## config.mk

```make
export PLATFORM = sky130hd
export DESIGN_NAME = drpf_top
export DESIGN_NICKNAME = d
export VERILOG_FILES = /design/src/design/drpf_pkg.sv /design/src/design/drpf_top.sv /design/src/design/drpf_perm_check.sv
export SDC_FILE = /design/constraint.sdc
export NUM_CORES = 1
export LEC_CHECK = 0
export BUFFER_PORTS_ARGS = -buffer_cell sky130_fd_sc_hd__buf_2
export CORE_ASPECT_RATIO = 1.1
export CORE_MARGIN = 2
export CORE_UTILIZATION = 43
export DETAILED_ROUTE_END_ITERATION = 7
export HOLD_SLACK_MARGIN = 0.12
export PLACE_DENSITY = 0.74
export SYNTH_ARGS = -nofsm -noshare
export SYNTH_HDL_FRONTEND = slang
export SYNTH_HIERARCHICAL = 1
export SYNTH_SLANG_ARGS = --single-unit
```

## constraint.sdc

```tcl
create_clock -name core_clk -period 5.1 [get_ports core_clk]
set_clock_uncertainty 0.2 [all_clocks]
set_input_delay 0.51 -clock core_clk [delete_from_list [all_inputs] [get_ports core_clk]]
set_output_delay 0.51 -clock core_clk [all_outputs]
set_load 0.02 [all_outputs]
```

## src/design/drpf_pkg.sv

```systemverilog
// Operation
// - The spare software-owned bits 6:2 of a page-table entry never affect translation or permission checking.
// - A DMA write through an entry whose store-permit bit is 0 is blocked, and allowed when that bit is 1.
// - A DMA read through an entry whose fetch-permit bit is 0 is blocked, and allowed when that bit is 1.
// - With the zero-length-read capability set, zero-length reads to write-only pages skip the read check.
// - Record bit 126 holds the access kind of a DMA fault: 0 for write, 1 for read or atomic.
// - Record bits 125:124 hold the address kind of the faulting DMA request.
// - Record bits 79:64 hold the requester tag of the faulting request.
// - Record bits 103:96 hold the fault cause, and bits 63:12 the page address for DMA faults.
// - For interrupt faults, bits 63:48 hold the table index and bits 47:12 are zero.
package drpf_pkg;
  // Register byte offsets
  localparam logic [7:0] OFS_CTRL = 8'h00;
  localparam logic [7:0] OFS_STATUS = 8'h04;
  localparam logic [7:0] OFS_CLEAR = 8'h08;
  localparam logic [7:0] OFS_ENABLE = 8'h0c;
  localparam logic [7:0] OFS_REC0 = 8'h10;
  localparam logic [7:0] OFS_REC1 = 8'h14;
  localparam logic [7:0] OFS_REC2 = 8'h18;
  localparam logic [7:0] OFS_REC3 = 8'h1c;
  localparam logic [7:0] OFS_COUNT = 8'h20;
  // Control bits
  localparam int CTRL_ZLR_BIT = 0;
  localparam logic [31:0] CTRL_RESET = 32'h0000_0000;
  // Status and interrupt bits
  localparam int ST_DMA_FAULT = 0;
  localparam int ST_IRQ_FAULT = 1;
  localparam int ST_OVERRUN = 2;
  localparam int ST_W = 3;
  // Page-table entry permission bits
  localparam int PTE_READ_BIT = 0;
  localparam int PTE_WRITE_BIT = 1;
  // Fault record fields
  localparam int REC_KIND_BIT = 126;
  localparam int REC_AT_HI = 125;
  localparam int REC_AT_LO = 124;
  localparam int REC_FC_HI = 103;
  localparam int REC_FC_LO = 96;
  localparam int REC_RT_HI = 79;
  localparam int REC_RT_LO = 64;
  localparam int REC_PG_HI = 63;
  localparam int REC_PG_LO = 12;
  localparam int REC_IX_LO = 48;
  // Access kind values
  localparam logic KIND_WRITE = 1'b0;
  localparam logic KIND_READ = 1'b1;
endpackage

```

## src/design/drpf_top.sv

```systemverilog
// The address map and the AHB-Lite interface to the registers were decided locally.
`timescale 1ns/1ps
`default_nettype none
// Permission checker and fault-record logger behind an AHB-Lite slave
module drpf_top
  import drpf_pkg::*;
(
  // Clock and reset
  input wire logic core_clk,
  input wire logic resetn,
  // AHB-Lite slave
  input wire logic hsel,
  input wire logic [7:0] haddr,
  input wire logic [1:0] htrans,
  input wire logic hwrite,
  input wire logic [2:0] hsize,
  input wire logic [31:0] hwdata,
  output logic [31:0] hrdata,
  output logic hreadyout,
  output logic hresp,
  // DMA request (same clock)
  input wire logic dma_valid,
  input wire logic [63:0] dma_pte,
  input wire logic dma_is_read,
  input wire logic dma_zero_len,
  input wire logic [1:0] dma_address_kind,
  input wire logic [15:0] dma_requester_tag,
  input wire logic [51:0] dma_page,
  input wire logic [7:0] dma_fault_cause,
  // Interrupt-remapping fault report (same clock)
  input wire logic irq_fault_valid,
  input wire logic [15:0] irq_requester_tag,
  input wire logic [15:0] irq_index,
  input wire logic [7:0] irq_fault_cause,
  // Verdict and interrupt
  output logic dma_done,
  output logic dma_allow,
  output logic irq_out
);
  // Only whole-word transfers are served; narrower ones read as zero
  localparam logic [2:0] SIZE_WORD = 3'h2;

  // Reset synchroniser
  logic rst_s1_q;
  logic rst_n_q;

  // Permission verdict of the request in this cycle
  logic allow_c;
  logic blocked_c;

  // Bus address phase, held over into the data phase
  logic take_c;
  logic ap_wr_q, ap_wr_d;
  logic ap_rd_d;
  logic [7:0] ap_addr_q, ap_addr_d;

  // Software registers and the one-cycle clear strobe
  logic [31:0] ctrl_q, ctrl_d;
  logic [ST_W-1:0] enable_q, enable_d;
  logic [ST_W-1:0] clr;

  // Fault record, status and fault count
  logic [127:0] rec_q, rec_d;
  logic [ST_W-1:0] ev;
  logic [ST_W-1:0] status_q, status_d;
  logic [31:0] count_q, count_d;

  // Next values of the registered outputs
  logic [31:0] hrdata_d;
  logic dma_done_d;
  logic dma_allow_d;
  logic irq_out_d;

  // The status word is read back through one bus word
  if (ST_W > 32) begin : g_chk_st_w
    $error("status field wider than a bus word");
  end

  // The page field of the record must match the page port
  if (REC_PG_HI - REC_PG_LO + 1 != 52) begin : g_chk_pg_w
    $error("page field width does not match the page port");
  end

  // The interrupt index field must match the index port
  if (REC_PG_HI - REC_IX_LO + 1 != 16) begin : g_chk_ix_w
    $error("index field width does not match the index port");
  end

  // The capability bit must sit inside the control word
  if (CTRL_ZLR_BIT > 31) begin : g_chk_ctrl
    $error("capability bit outside the control word");
  end

  // Reset release through two flops; assertion stays asynchronous
  always_ff @(posedge core_clk or negedge resetn) begin
    if (!resetn) begin
      rst_s1_q <= 1'b0;
      rst_n_q <= 1'b0;
    end else begin
      rst_s1_q <= 1'b1;
      rst_n_q <= rst_s1_q;
    end
  end

  // Only entry bits 1:0 reach the checker's decision
  drpf_perm_check u_check (
    .pte(dma_pte),
    .is_read(dma_is_read),
    .zero_len(dma_zero_len),
    .zlr_cap(ctrl_q[CTRL_ZLR_BIT]),
    .allow(allow_c)
  );

  // A request that the entry refuses is blocked and logged
  assign blocked_c = dma_valid && !allow_c;

  // Address phase capture; the slave never stalls, so every whole-word one is taken
  always_comb begin
    take_c = hsel && htrans[1] && (hsize == SIZE_WORD);
    ap_wr_d = take_c && hwrite;
    ap_rd_d = take_c && !hwrite;
    ap_addr_d = ap_addr_q;
    if (take_c) begin
      ap_addr_d = haddr;
    end
  end

  // Address phase registers
  always_ff @(posedge core_clk or negedge rst_n_q) begin
    if (!rst_n_q) begin
      ap_wr_q <= 1'b0;
      ap_addr_q <= 8'h00;
    end else begin
      ap_wr_q <= ap_wr_d;
      ap_addr_q <= ap_addr_d;
    end
  end

  // Register writes land in the data phase, when hwdata stands
  always_comb begin
    ctrl_d = ctrl_q;
    enable_d = enable_q;
    clr = '0;
    if (ap_wr_q) begin
      unique case (ap_addr_q)
        OFS_CTRL: ctrl_d = {31'h0, hwdata[CTRL_ZLR_BIT]};
        OFS_CLEAR: clr = hwdata[ST_W-1:0];
        OFS_ENABLE: enable_d = hwdata[ST_W-1:0];
        default: ;
      endcase
    end
  end

  // Control word; the capability bit changes how reads are judged
  always_ff @(posedge core_clk or negedge rst_n_q) begin
    if (!rst_n_q) begin
      ctrl_q <= CTRL_RESET;
    end else begin
      ctrl_q <= ctrl_d;
    end
  end

  // Interrupt enables hold their value until software writes them
  always_ff @(posedge core_clk or negedge rst_n_q) begin
    if (!rst_n_q) begin
      enable_q <= '0;
    end else begin
      enable_q <= enable_d;
    end
  end

  // Read data is chosen in the address phase and registered, so it
  // stands through the whole data phase that follows
  always_comb begin
    hrdata_d = 32'h0000_0000;
    if (ap_rd_d) begin
      unique case (haddr)
        OFS_CTRL: hrdata_d = ctrl_q;
        OFS_STATUS: hrdata_d = {{(32-ST_W){1'b0}}, status_q};
        OFS_ENABLE: hrdata_d = {{(32-ST_W){1'b0}}, enable_q};
        OFS_REC0: hrdata_d = rec_q[31:0];
        OFS_REC1: hrdata_d = rec_q[63:32];
        OFS_REC2: hrdata_d = rec_q[95:64];
        OFS_REC3: hrdata_d = rec_q[127:96];
        OFS_COUNT: hrdata_d = count_q;
        default: hrdata_d = 32'h0000_0000;
      endcase
    end
  end

  // Read data register
  always_ff @(posedge core_clk or negedge rst_n_q) begin
    if (!rst_n_q) begin
      hrdata <= 32'h0000_0000;
    end else begin
      hrdata <= hrdata_d;
    end
  end

  // Fault record; a new fault overwrites the last one, so software
  // must read it out before the next fault to see every record
  always_comb begin
    rec_d = rec_q;
    if (blocked_c) begin
      rec_d = '0; // Reserved ranges stay zero
      rec_d[REC_KIND_BIT] = dma_is_read ? KIND_READ : KIND_WRITE;
      rec_d[REC_AT_HI:REC_AT_LO] = dma_address_kind;
      rec_d[REC_FC_HI:REC_FC_LO] = dma_fault_cause;
      rec_d[REC_RT_HI:REC_RT_LO] = dma_requester_tag;
      rec_d[REC_PG_HI:REC_PG_LO] = dma_page;
    end else if (irq_fault_valid) begin
      // Kind, address kind and bits 47:12 stay zero
      rec_d = '0;
      rec_d[REC_FC_HI:REC_FC_LO] = irq_fault_cause;
      rec_d[REC_RT_HI:REC_RT_LO] = irq_requester_tag;
      rec_d[REC_PG_HI:REC_IX_LO] = irq_index;
    end
  end

  // Fault record register
  always_ff @(posedge core_clk or negedge rst_n_q) begin
    if (!rst_n_q) begin
      rec_q <= '0;
    end else begin
      rec_q <= rec_d;
    end
  end

  // Events: a DMA fault wins; an interrupt fault in the same cycle is
  // dropped, since there is one record, and only marked as an overrun
  always_comb begin
    ev = '0;
    ev[ST_DMA_FAULT] = blocked_c;
    ev[ST_IRQ_FAULT] = irq_fault_valid && !blocked_c;
    ev[ST_OVERRUN] = irq_fault_valid && blocked_c;
    // Set wins over a clear written in the same cycle
    status_d = (status_q & ~clr) | ev;
    count_d = count_q;
    if (ev[ST_DMA_FAULT] || ev[ST_IRQ_FAULT]) begin
      count_d = count_q + 32'h0000_0001; // Wraps after 2^32 faults
    end
  end

  // Sticky status bits
  always_ff @(posedge core_clk or negedge rst_n_q) begin
    if (!rst_n_q) begin
      status_q <= '0;
    end else begin
      status_q <= status_d;
    end
  end

  // Count of logged faults, dropped ones not included
  always_ff @(posedge core_clk or negedge rst_n_q) begin
    if (!rst_n_q) begin
      count_q <= 32'h0000_0000;
    end else begin
      count_q <= count_d;
    end
  end

  // Verdict follows its request by exactly one cycle
  always_comb begin
    dma_done_d = dma_valid;
    dma_allow_d = dma_valid && allow_c;
  end

  // Verdict registers
  always_ff @(posedge core_clk or negedge rst_n_q) begin
    if (!rst_n_q) begin
      dma_done <= 1'b0;
      dma_allow <= 1'b0;
    end else begin
      dma_done <= dma_done_d;
      dma_allow <= dma_allow_d;
    end
  end

  // Level interrupt from the next status, so it rises with the bit
  // instead of one cycle behind it
  always_comb begin
    irq_out_d = |(status_d & enable_d);
  end

  // Interrupt register
  always_ff @(posedge core_clk or negedge rst_n_q) begin
    if (!rst_n_q) begin
      irq_out <= 1'b0;
    end else begin
      irq_out <= irq_out_d;
    end
  end

  // Zero wait states, OKAY only
  always_ff @(posedge core_clk or negedge rst_n_q) begin
    if (!rst_n_q) begin
      hreadyout <= 1'b1;
      hresp <= 1'b0;
    end else begin
      hreadyout <= 1'b1;
      hresp <= 1'b0;
    end
  end
endmodule
`default_nettype wire

```

## src/design/drpf_perm_check.sv

```systemverilog
`timescale 1ns/1ps
`default_nettype none
// Combinational permission check of one request against an entry
module drpf_perm_check
  import drpf_pkg::*;
(
  // Request
  input wire logic [63:0] pte,
  input wire logic is_read,
  input wire logic zero_len,
  input wire logic zlr_cap,
  // Verdict
  output logic allow
);
  logic rd_ok;
  logic wr_ok;
  // Only bits 1:0 are looked at; spare bits 6:2 arrive on pte but are never used
  always_comb begin
    wr_ok = pte[PTE_WRITE_BIT];
    rd_ok = pte[PTE_READ_BIT];
    // Zero-length read to a write-only page is exempt
    if (zlr_cap && zero_len && pte[PTE_WRITE_BIT]) begin
      rd_ok = 1'b1;
    end
    allow = is_read ? rd_ok : wr_ok;
  end
endmodule
`default_nettype wire

```

## After elaboration in Yosys (flattened, before gate mapping)

Cells that the tools add are included.

- Register bits after elaboration: 213
- Input bits: 235
- Output and inout bits: 37
- Word-level logic and storage cells: 58

- Add/sub/neg operators: 1
- Equal/unequal tests: 10
- Multiplexer cells: 11
- Bitwise gates (word level): 4
- Reduce and logical (&&, ||, !) cells: 19

Operators by type and width:

| kind | count |
|---|---|
| 2-to-1 mux 128 bit | 2 |
| case mux 32 bit (8 select lines) | 1 |
| adder 32 x 1 -> 32 bit (second input constant) | 1 |
| equality test 8 x 5 -> 1 bit (second input constant) | 4 |
| 2-to-1 mux 32 bit | 1 |
| equality test 8 x 4 -> 1 bit (second input constant) | 3 |
| zero test 8 bit | 2 |
| 2-to-1 mux 3 bit | 4 |
| logical AND 1 bit | 10 |
| equality test 8 x 3 -> 1 bit (second input constant) | 1 |
| equality test 8 x 6 -> 1 bit (second input constant) | 1 |
| bitwise AND 3 bit | 2 |
| equality test 3 x 2 -> 1 bit (second input constant) | 1 |
| zero test 1 bit | 3 |
| 2-to-1 mux 1 bit | 3 |
| inverter 3 bit | 1 |
| OR 3 bit | 1 |
| OR reduction 3 bit | 1 |
| AND reduction 2 bit | 1 |
| nonzero test 2 bit | 1 |
| logical OR 1 bit | 1 |

## Depth between registers and ports, before layout

- Word-level depth: 11
- Depth in mapped cells: 8
- Mapped depth without buffers: 7

## Hierarchy

The synthesis kept the hierarchy.

Modules (own cells, without submodules):

| module | instances | cells each | area an instance (sq um) | seq. area each (sq um) |
|---|---|---|---|---|
| drpf_top | 1 | 714 | 7,425.9 | 4,103.9 |
| drpf_perm_check | 1 | 3 | 18.8 | 0.0 |

## Least setup slack after synthesis

No wires, ideal clock.

- Kind: in2reg
- From: input dma_is_read
- To: register count_q[30]
- Setup time: 0.123 ns
- Data arrival time: 2.008 ns
- Required time: 4.777 ns
- Slack: 2.770 ns
- Stages: 8
- Path buffers: 1
- Path through: mux2i_1 -> nand2_1 -> nor2b_1 -> clkbuf_1 -> o211ai_1 -> nor4_1 -> nand4_1 -> xnor2_1

- Word-level cells in the longest chain between the ends: 6

RTL lines:

| element | RTL line | source |
|---|---|---|
| start: declaration | drpf_top.sv:24 | `input wire logic dma_is_read,` |
| 2-to-1 mux 1 bit (*) | drpf_perm_check.sv:25 | `allow = is_read ? rd_ok : wr_ok;` |
| via allow_c | drpf_top.sv:48 | `logic allow_c;` |
| zero test 1 bit (*) | drpf_top.sv:115 | `assign blocked_c = dma_valid && !allow_c;` |
| logical AND 1 bit (*) | drpf_top.sv:115 |  |
| zero test 1 bit | drpf_top.sv:234 | `ev[ST_IRQ_FAULT] = irq_fault_valid && !blocked_c;` |
| logical AND 1 bit | drpf_top.sv:234 |  |
| logical OR 1 bit (*) | drpf_top.sv:239 | `if (ev[ST_DMA_FAULT] \|\| ev[ST_IRQ_FAULT]) begin` |
| end signal: assignment | drpf_top.sv:258 | `count_q <= count_d;` |
| end: declaration | drpf_top.sv:66 | `logic [31:0] count_q, count_d;` |

The timed path passes the listed nets; every way through them passes the cells marked *.
A chain may end at the register's enable or synchronous reset.

## Final worst setup path

- From: input irq_fault_valid
- To: register count_q[24]

- Word-level cells in the longest chain between the ends: 2

RTL lines:

| element | RTL line | source |
|---|---|---|
| start: declaration | drpf_top.sv:31 | `input wire logic irq_fault_valid,` |
| logical AND 1 bit | drpf_top.sv:234 |  |
| logical OR 1 bit | drpf_top.sv:239 |  |

No other way between the ends.

==> results.toml <==
[timing]
tightest_slew_ps = 1070
drv_slew = 0
relSlewSlack_pct = 28.3
finalSetupTns_ps = 0
rsz0062_at_grt = "false"
period_needed_ps = 2660
max_freq_ghz = 0.376
finalHoldViolations = 0
timing.final.crit_share_pct = 52.1
setup_viol = 0

[synth]
synthAdderAreaFrac_pct = 0.168
synth.distinct_cells = 49
synth_top_family_by_area = "simple AND/OR/NAND/NOR gates"
synth_simple_gate_area_share_pct = 19.2
synth_xor_area_share_pct = 3.65
ys_ff_latch = 164
syn_inst = 717
synthTopCellsByArea = "dfrtp_1 55%, nand2_1 7.3%, mux2i_1 5.8%"
synth-compound-area-share_pct = 11.1
ys.flop_type = "dfrtp_1"
synth.area.mux_share_pct = 7.75
synth_area_per_cell_um2 = 10.4
synth_top_area_share_pct = 55.1
yosysSeqAreaShare_pct = 55.1
synth_area_um2 = 7440
synthArstFlopShare_pct = 100
synth_edf_count = 0
synth_warnings = 6
yosys.area.top_type = "dfrtp_1"

[finish]
final_cells = 1203
n_fill_cell = 1469
finalNetCount = 1191
syn2layout_area_growth_pct = 33.0
drive_gt1_share_pct = 25.2

[clock_tree]
cts.sinks = 164
clockBufferDepth = 2
cts_resized = 0
cts.clk_slew.worst_paths_ps = 60
cts_root_buffer = "clkbuf_16"
cts_max_level = 4
cts_tree = "yes"
clk_latency_ps = 430
cts_buffers = 17

[power]
p_leak_nw = 4.71
peakVddDrop_uv = 233
power_density_nw_per_um2 = 313

[global_route]
grt_pass1_vias = 6574
grtUsageMet3_pct = 5.19
grt_pass1_wl_um = 33600
grt_use_total_pct = 23.5
grt.overflow.total = 0
antenna_found_initial = 0
grt_max_degree = 88
met1_usage_pct = 30.2
grt.busiest_layer = "met2"
use_met2_pct = 38.6

[floorplan]
ioPinCount = 272
die_w_um = 129
core_um2 = 17000
die-area_um2 = 18400
initial_utilization_pct = 43.8
die_y_um = 142
rows = 50

[placement]
gp_congestion = 0.846
port_buffers = 177
dpl.hpwl_um = 13100
place_inst = 1091

[routing]
dr_total_vias = 6374
wirelength_um = 20900
wl_per_cell_um = 17.3
remaining_drc_errors = 0
viasPerCell = 5.30
drt-pass1-iter-count = 7
drtIter0Drc = 470
ant_nets = 0

[worst_setup_path]
cp.required_ps = 5200
startpoint_type = "primary input"
cp.arrival_ps = 2760
end_kind = "register"
critPathMaxFanout = 87
path_class = "primary input to register"

[run]
drv_cap = 0

[min_path]
hp-class = "primary input to register"

[outcome]
outcome = "finished, final reports clean"
[final timing paths]
kind                                        from                       to  slack [ps]  cells after the start
max                              irq_fault_valid  count_q[24]$_DFFE_PN0P_        2440                      5
max reg2reg                ctrl_q[0]$_DFFE_PN0P_    rec_q[50]$_DFFE_PN0P_        2600                      6
min in group asynchronous                 resetn        rst_n_q$_DFF_PN0_         200                      2
max in group asynchronous      rst_n_q$_DFF_PN0_  count_q[24]$_DFFE_PN0P_        3210                      1
min                                    htrans[1]        ap_wr_q$_DFF_PN0_         140                      2
min reg2reg                   rst_s1_q$_DFF_PN0_        rst_n_q$_DFF_PN0_         150                      0
[state kept, by name, summed over array words and instances, names as in the netlist]
| signal | count |
|---|---|
| status_q | 3 |
| rst_n_q | 1 |
| count_q | 32 |
| dma_allow | 1 |
| dma_done | 1 |
| ap_wr_q | 1 |
| rec_q | 79 |
| irq_out | 1 |
| enable_q | 3 |
| hrdata | 32 |
| rst_s1_q | 1 |
| ctrl_q | 1 |
| ap_addr_q | 8 |
[layout by cell type (no fill, tap or decap), types with 21 or more instances in the layout]
| master | n |
|---|---|
| buf_2 | 176 |
| dfrtp_1 | 163 |
| nand2_1 | 145 |
| dlygate4sd3_1 | 79 |
| o21ai_0 | 43 |
| mux2i_1 | 43 |
| nand3b_1 | 40 |
| nor2_1 | 34 |
| xnor2_1 | 21 |
[stage by stage]
stage / hold WS, ps / instance area [um^2] / setup slack (ps) / util (%) / power, mW
2_1_floorplan: 14.4 / 7450 / 2190 / - / 1.72
3_3_place_gp: 95.3 / 8550 / 1960 / 50.3 / 1.86
3_5_place_dp: 98.2 / 8550 / 1980 / 50.3 / 1.87
4_1_cts: 121 / 9900 / 2420 / 58.2 / 3.12
5_1_grt: 129 / 9900 / 2250 / 58.2 / 3.24
6_report: 135 / 9900 / 2440 / 58.2 / 3.10
[synthesized netlist by cell type, types with 3 or more instances]
| master | instances |
|---|---|
| dfrtp_1 | 164 |
| nor4_1 | 6 |
| buf_2 | 5 |
| o21ai_0 | 43 |
| a22oi_1 | 14 |
| xor2_1 | 10 |
| mux2i_1 | 43 |
| nand2_1 | 145 |
| a222oi_1 | 17 |
| clkbuf_1 | 40 |
| nor4b_1 | 3 |
| nand4_1 | 7 |
| nor3_1 | 4 |
| and3_1 | 5 |
| nand3b_1 | 40 |
| nand3_1 | 14 |
| a32oi_1 | 4 |
| and2_1 | 7 |
| mux2_2 | 13 |
| a22o_1 | 16 |
| a21oi_1 | 17 |
| inv_1 | 6 |
| nor2_1 | 34 |
| nor2b_1 | 7 |
| xnor2_1 | 21 |
[per-layer routing]
metal	vias up	share of wire, %	wire [um]
met5	-	0	0
met4	0	3.1	640
met3	51	5.2	1080
met2	220	50	10400
met1	3101	42	8750
li1	3002	-	-
[cell type report]
class	count	area [um^2]	share of cell area, %
flip-flops and latches	164	4110	41.5
multi-input cells	499	3160	31.9
repair buffers	267	1760	17.8
clock buffers	20	447	4.51
well taps	234	293	2.96
clock inverters	12	108	1.09
inverters	6	22.5	0.227
diodes	1	2.50	0.0253
[kinds of logic (layout without fill, tap and decap cells)]
family / after synthesis / after routing
XOR/XNOR: 31 / 31
multiplexers: 56 / 56
other: 2 / 4
AND/OR/NAND/NOR: 287 / 287
adder cells (fa/ha/maj): 1 / 1
AO/OA/AOI/OAI: 121 / 121
flip-flops: 164 / 164
buffers and inverters: 55 / 305
[critical path, stage by stage]
cell and delay [ps]:
buf_4 740, o211ai_1 420, nor4_1 700, nand3_1 170, xnor2_1 160
[power breakdown]
part	switching, mW	internal, mW
clock network	0.521	0.684
logic	0.175	0.187
registers	0.115	1.42
[what timing repair did]
item / in CTS / in global routing
endpoints found under the hold margin: 80 / 0
setup buffers: 0 / 0
hold buffers: 79 / 0
(Power assumes the default switching activity.)
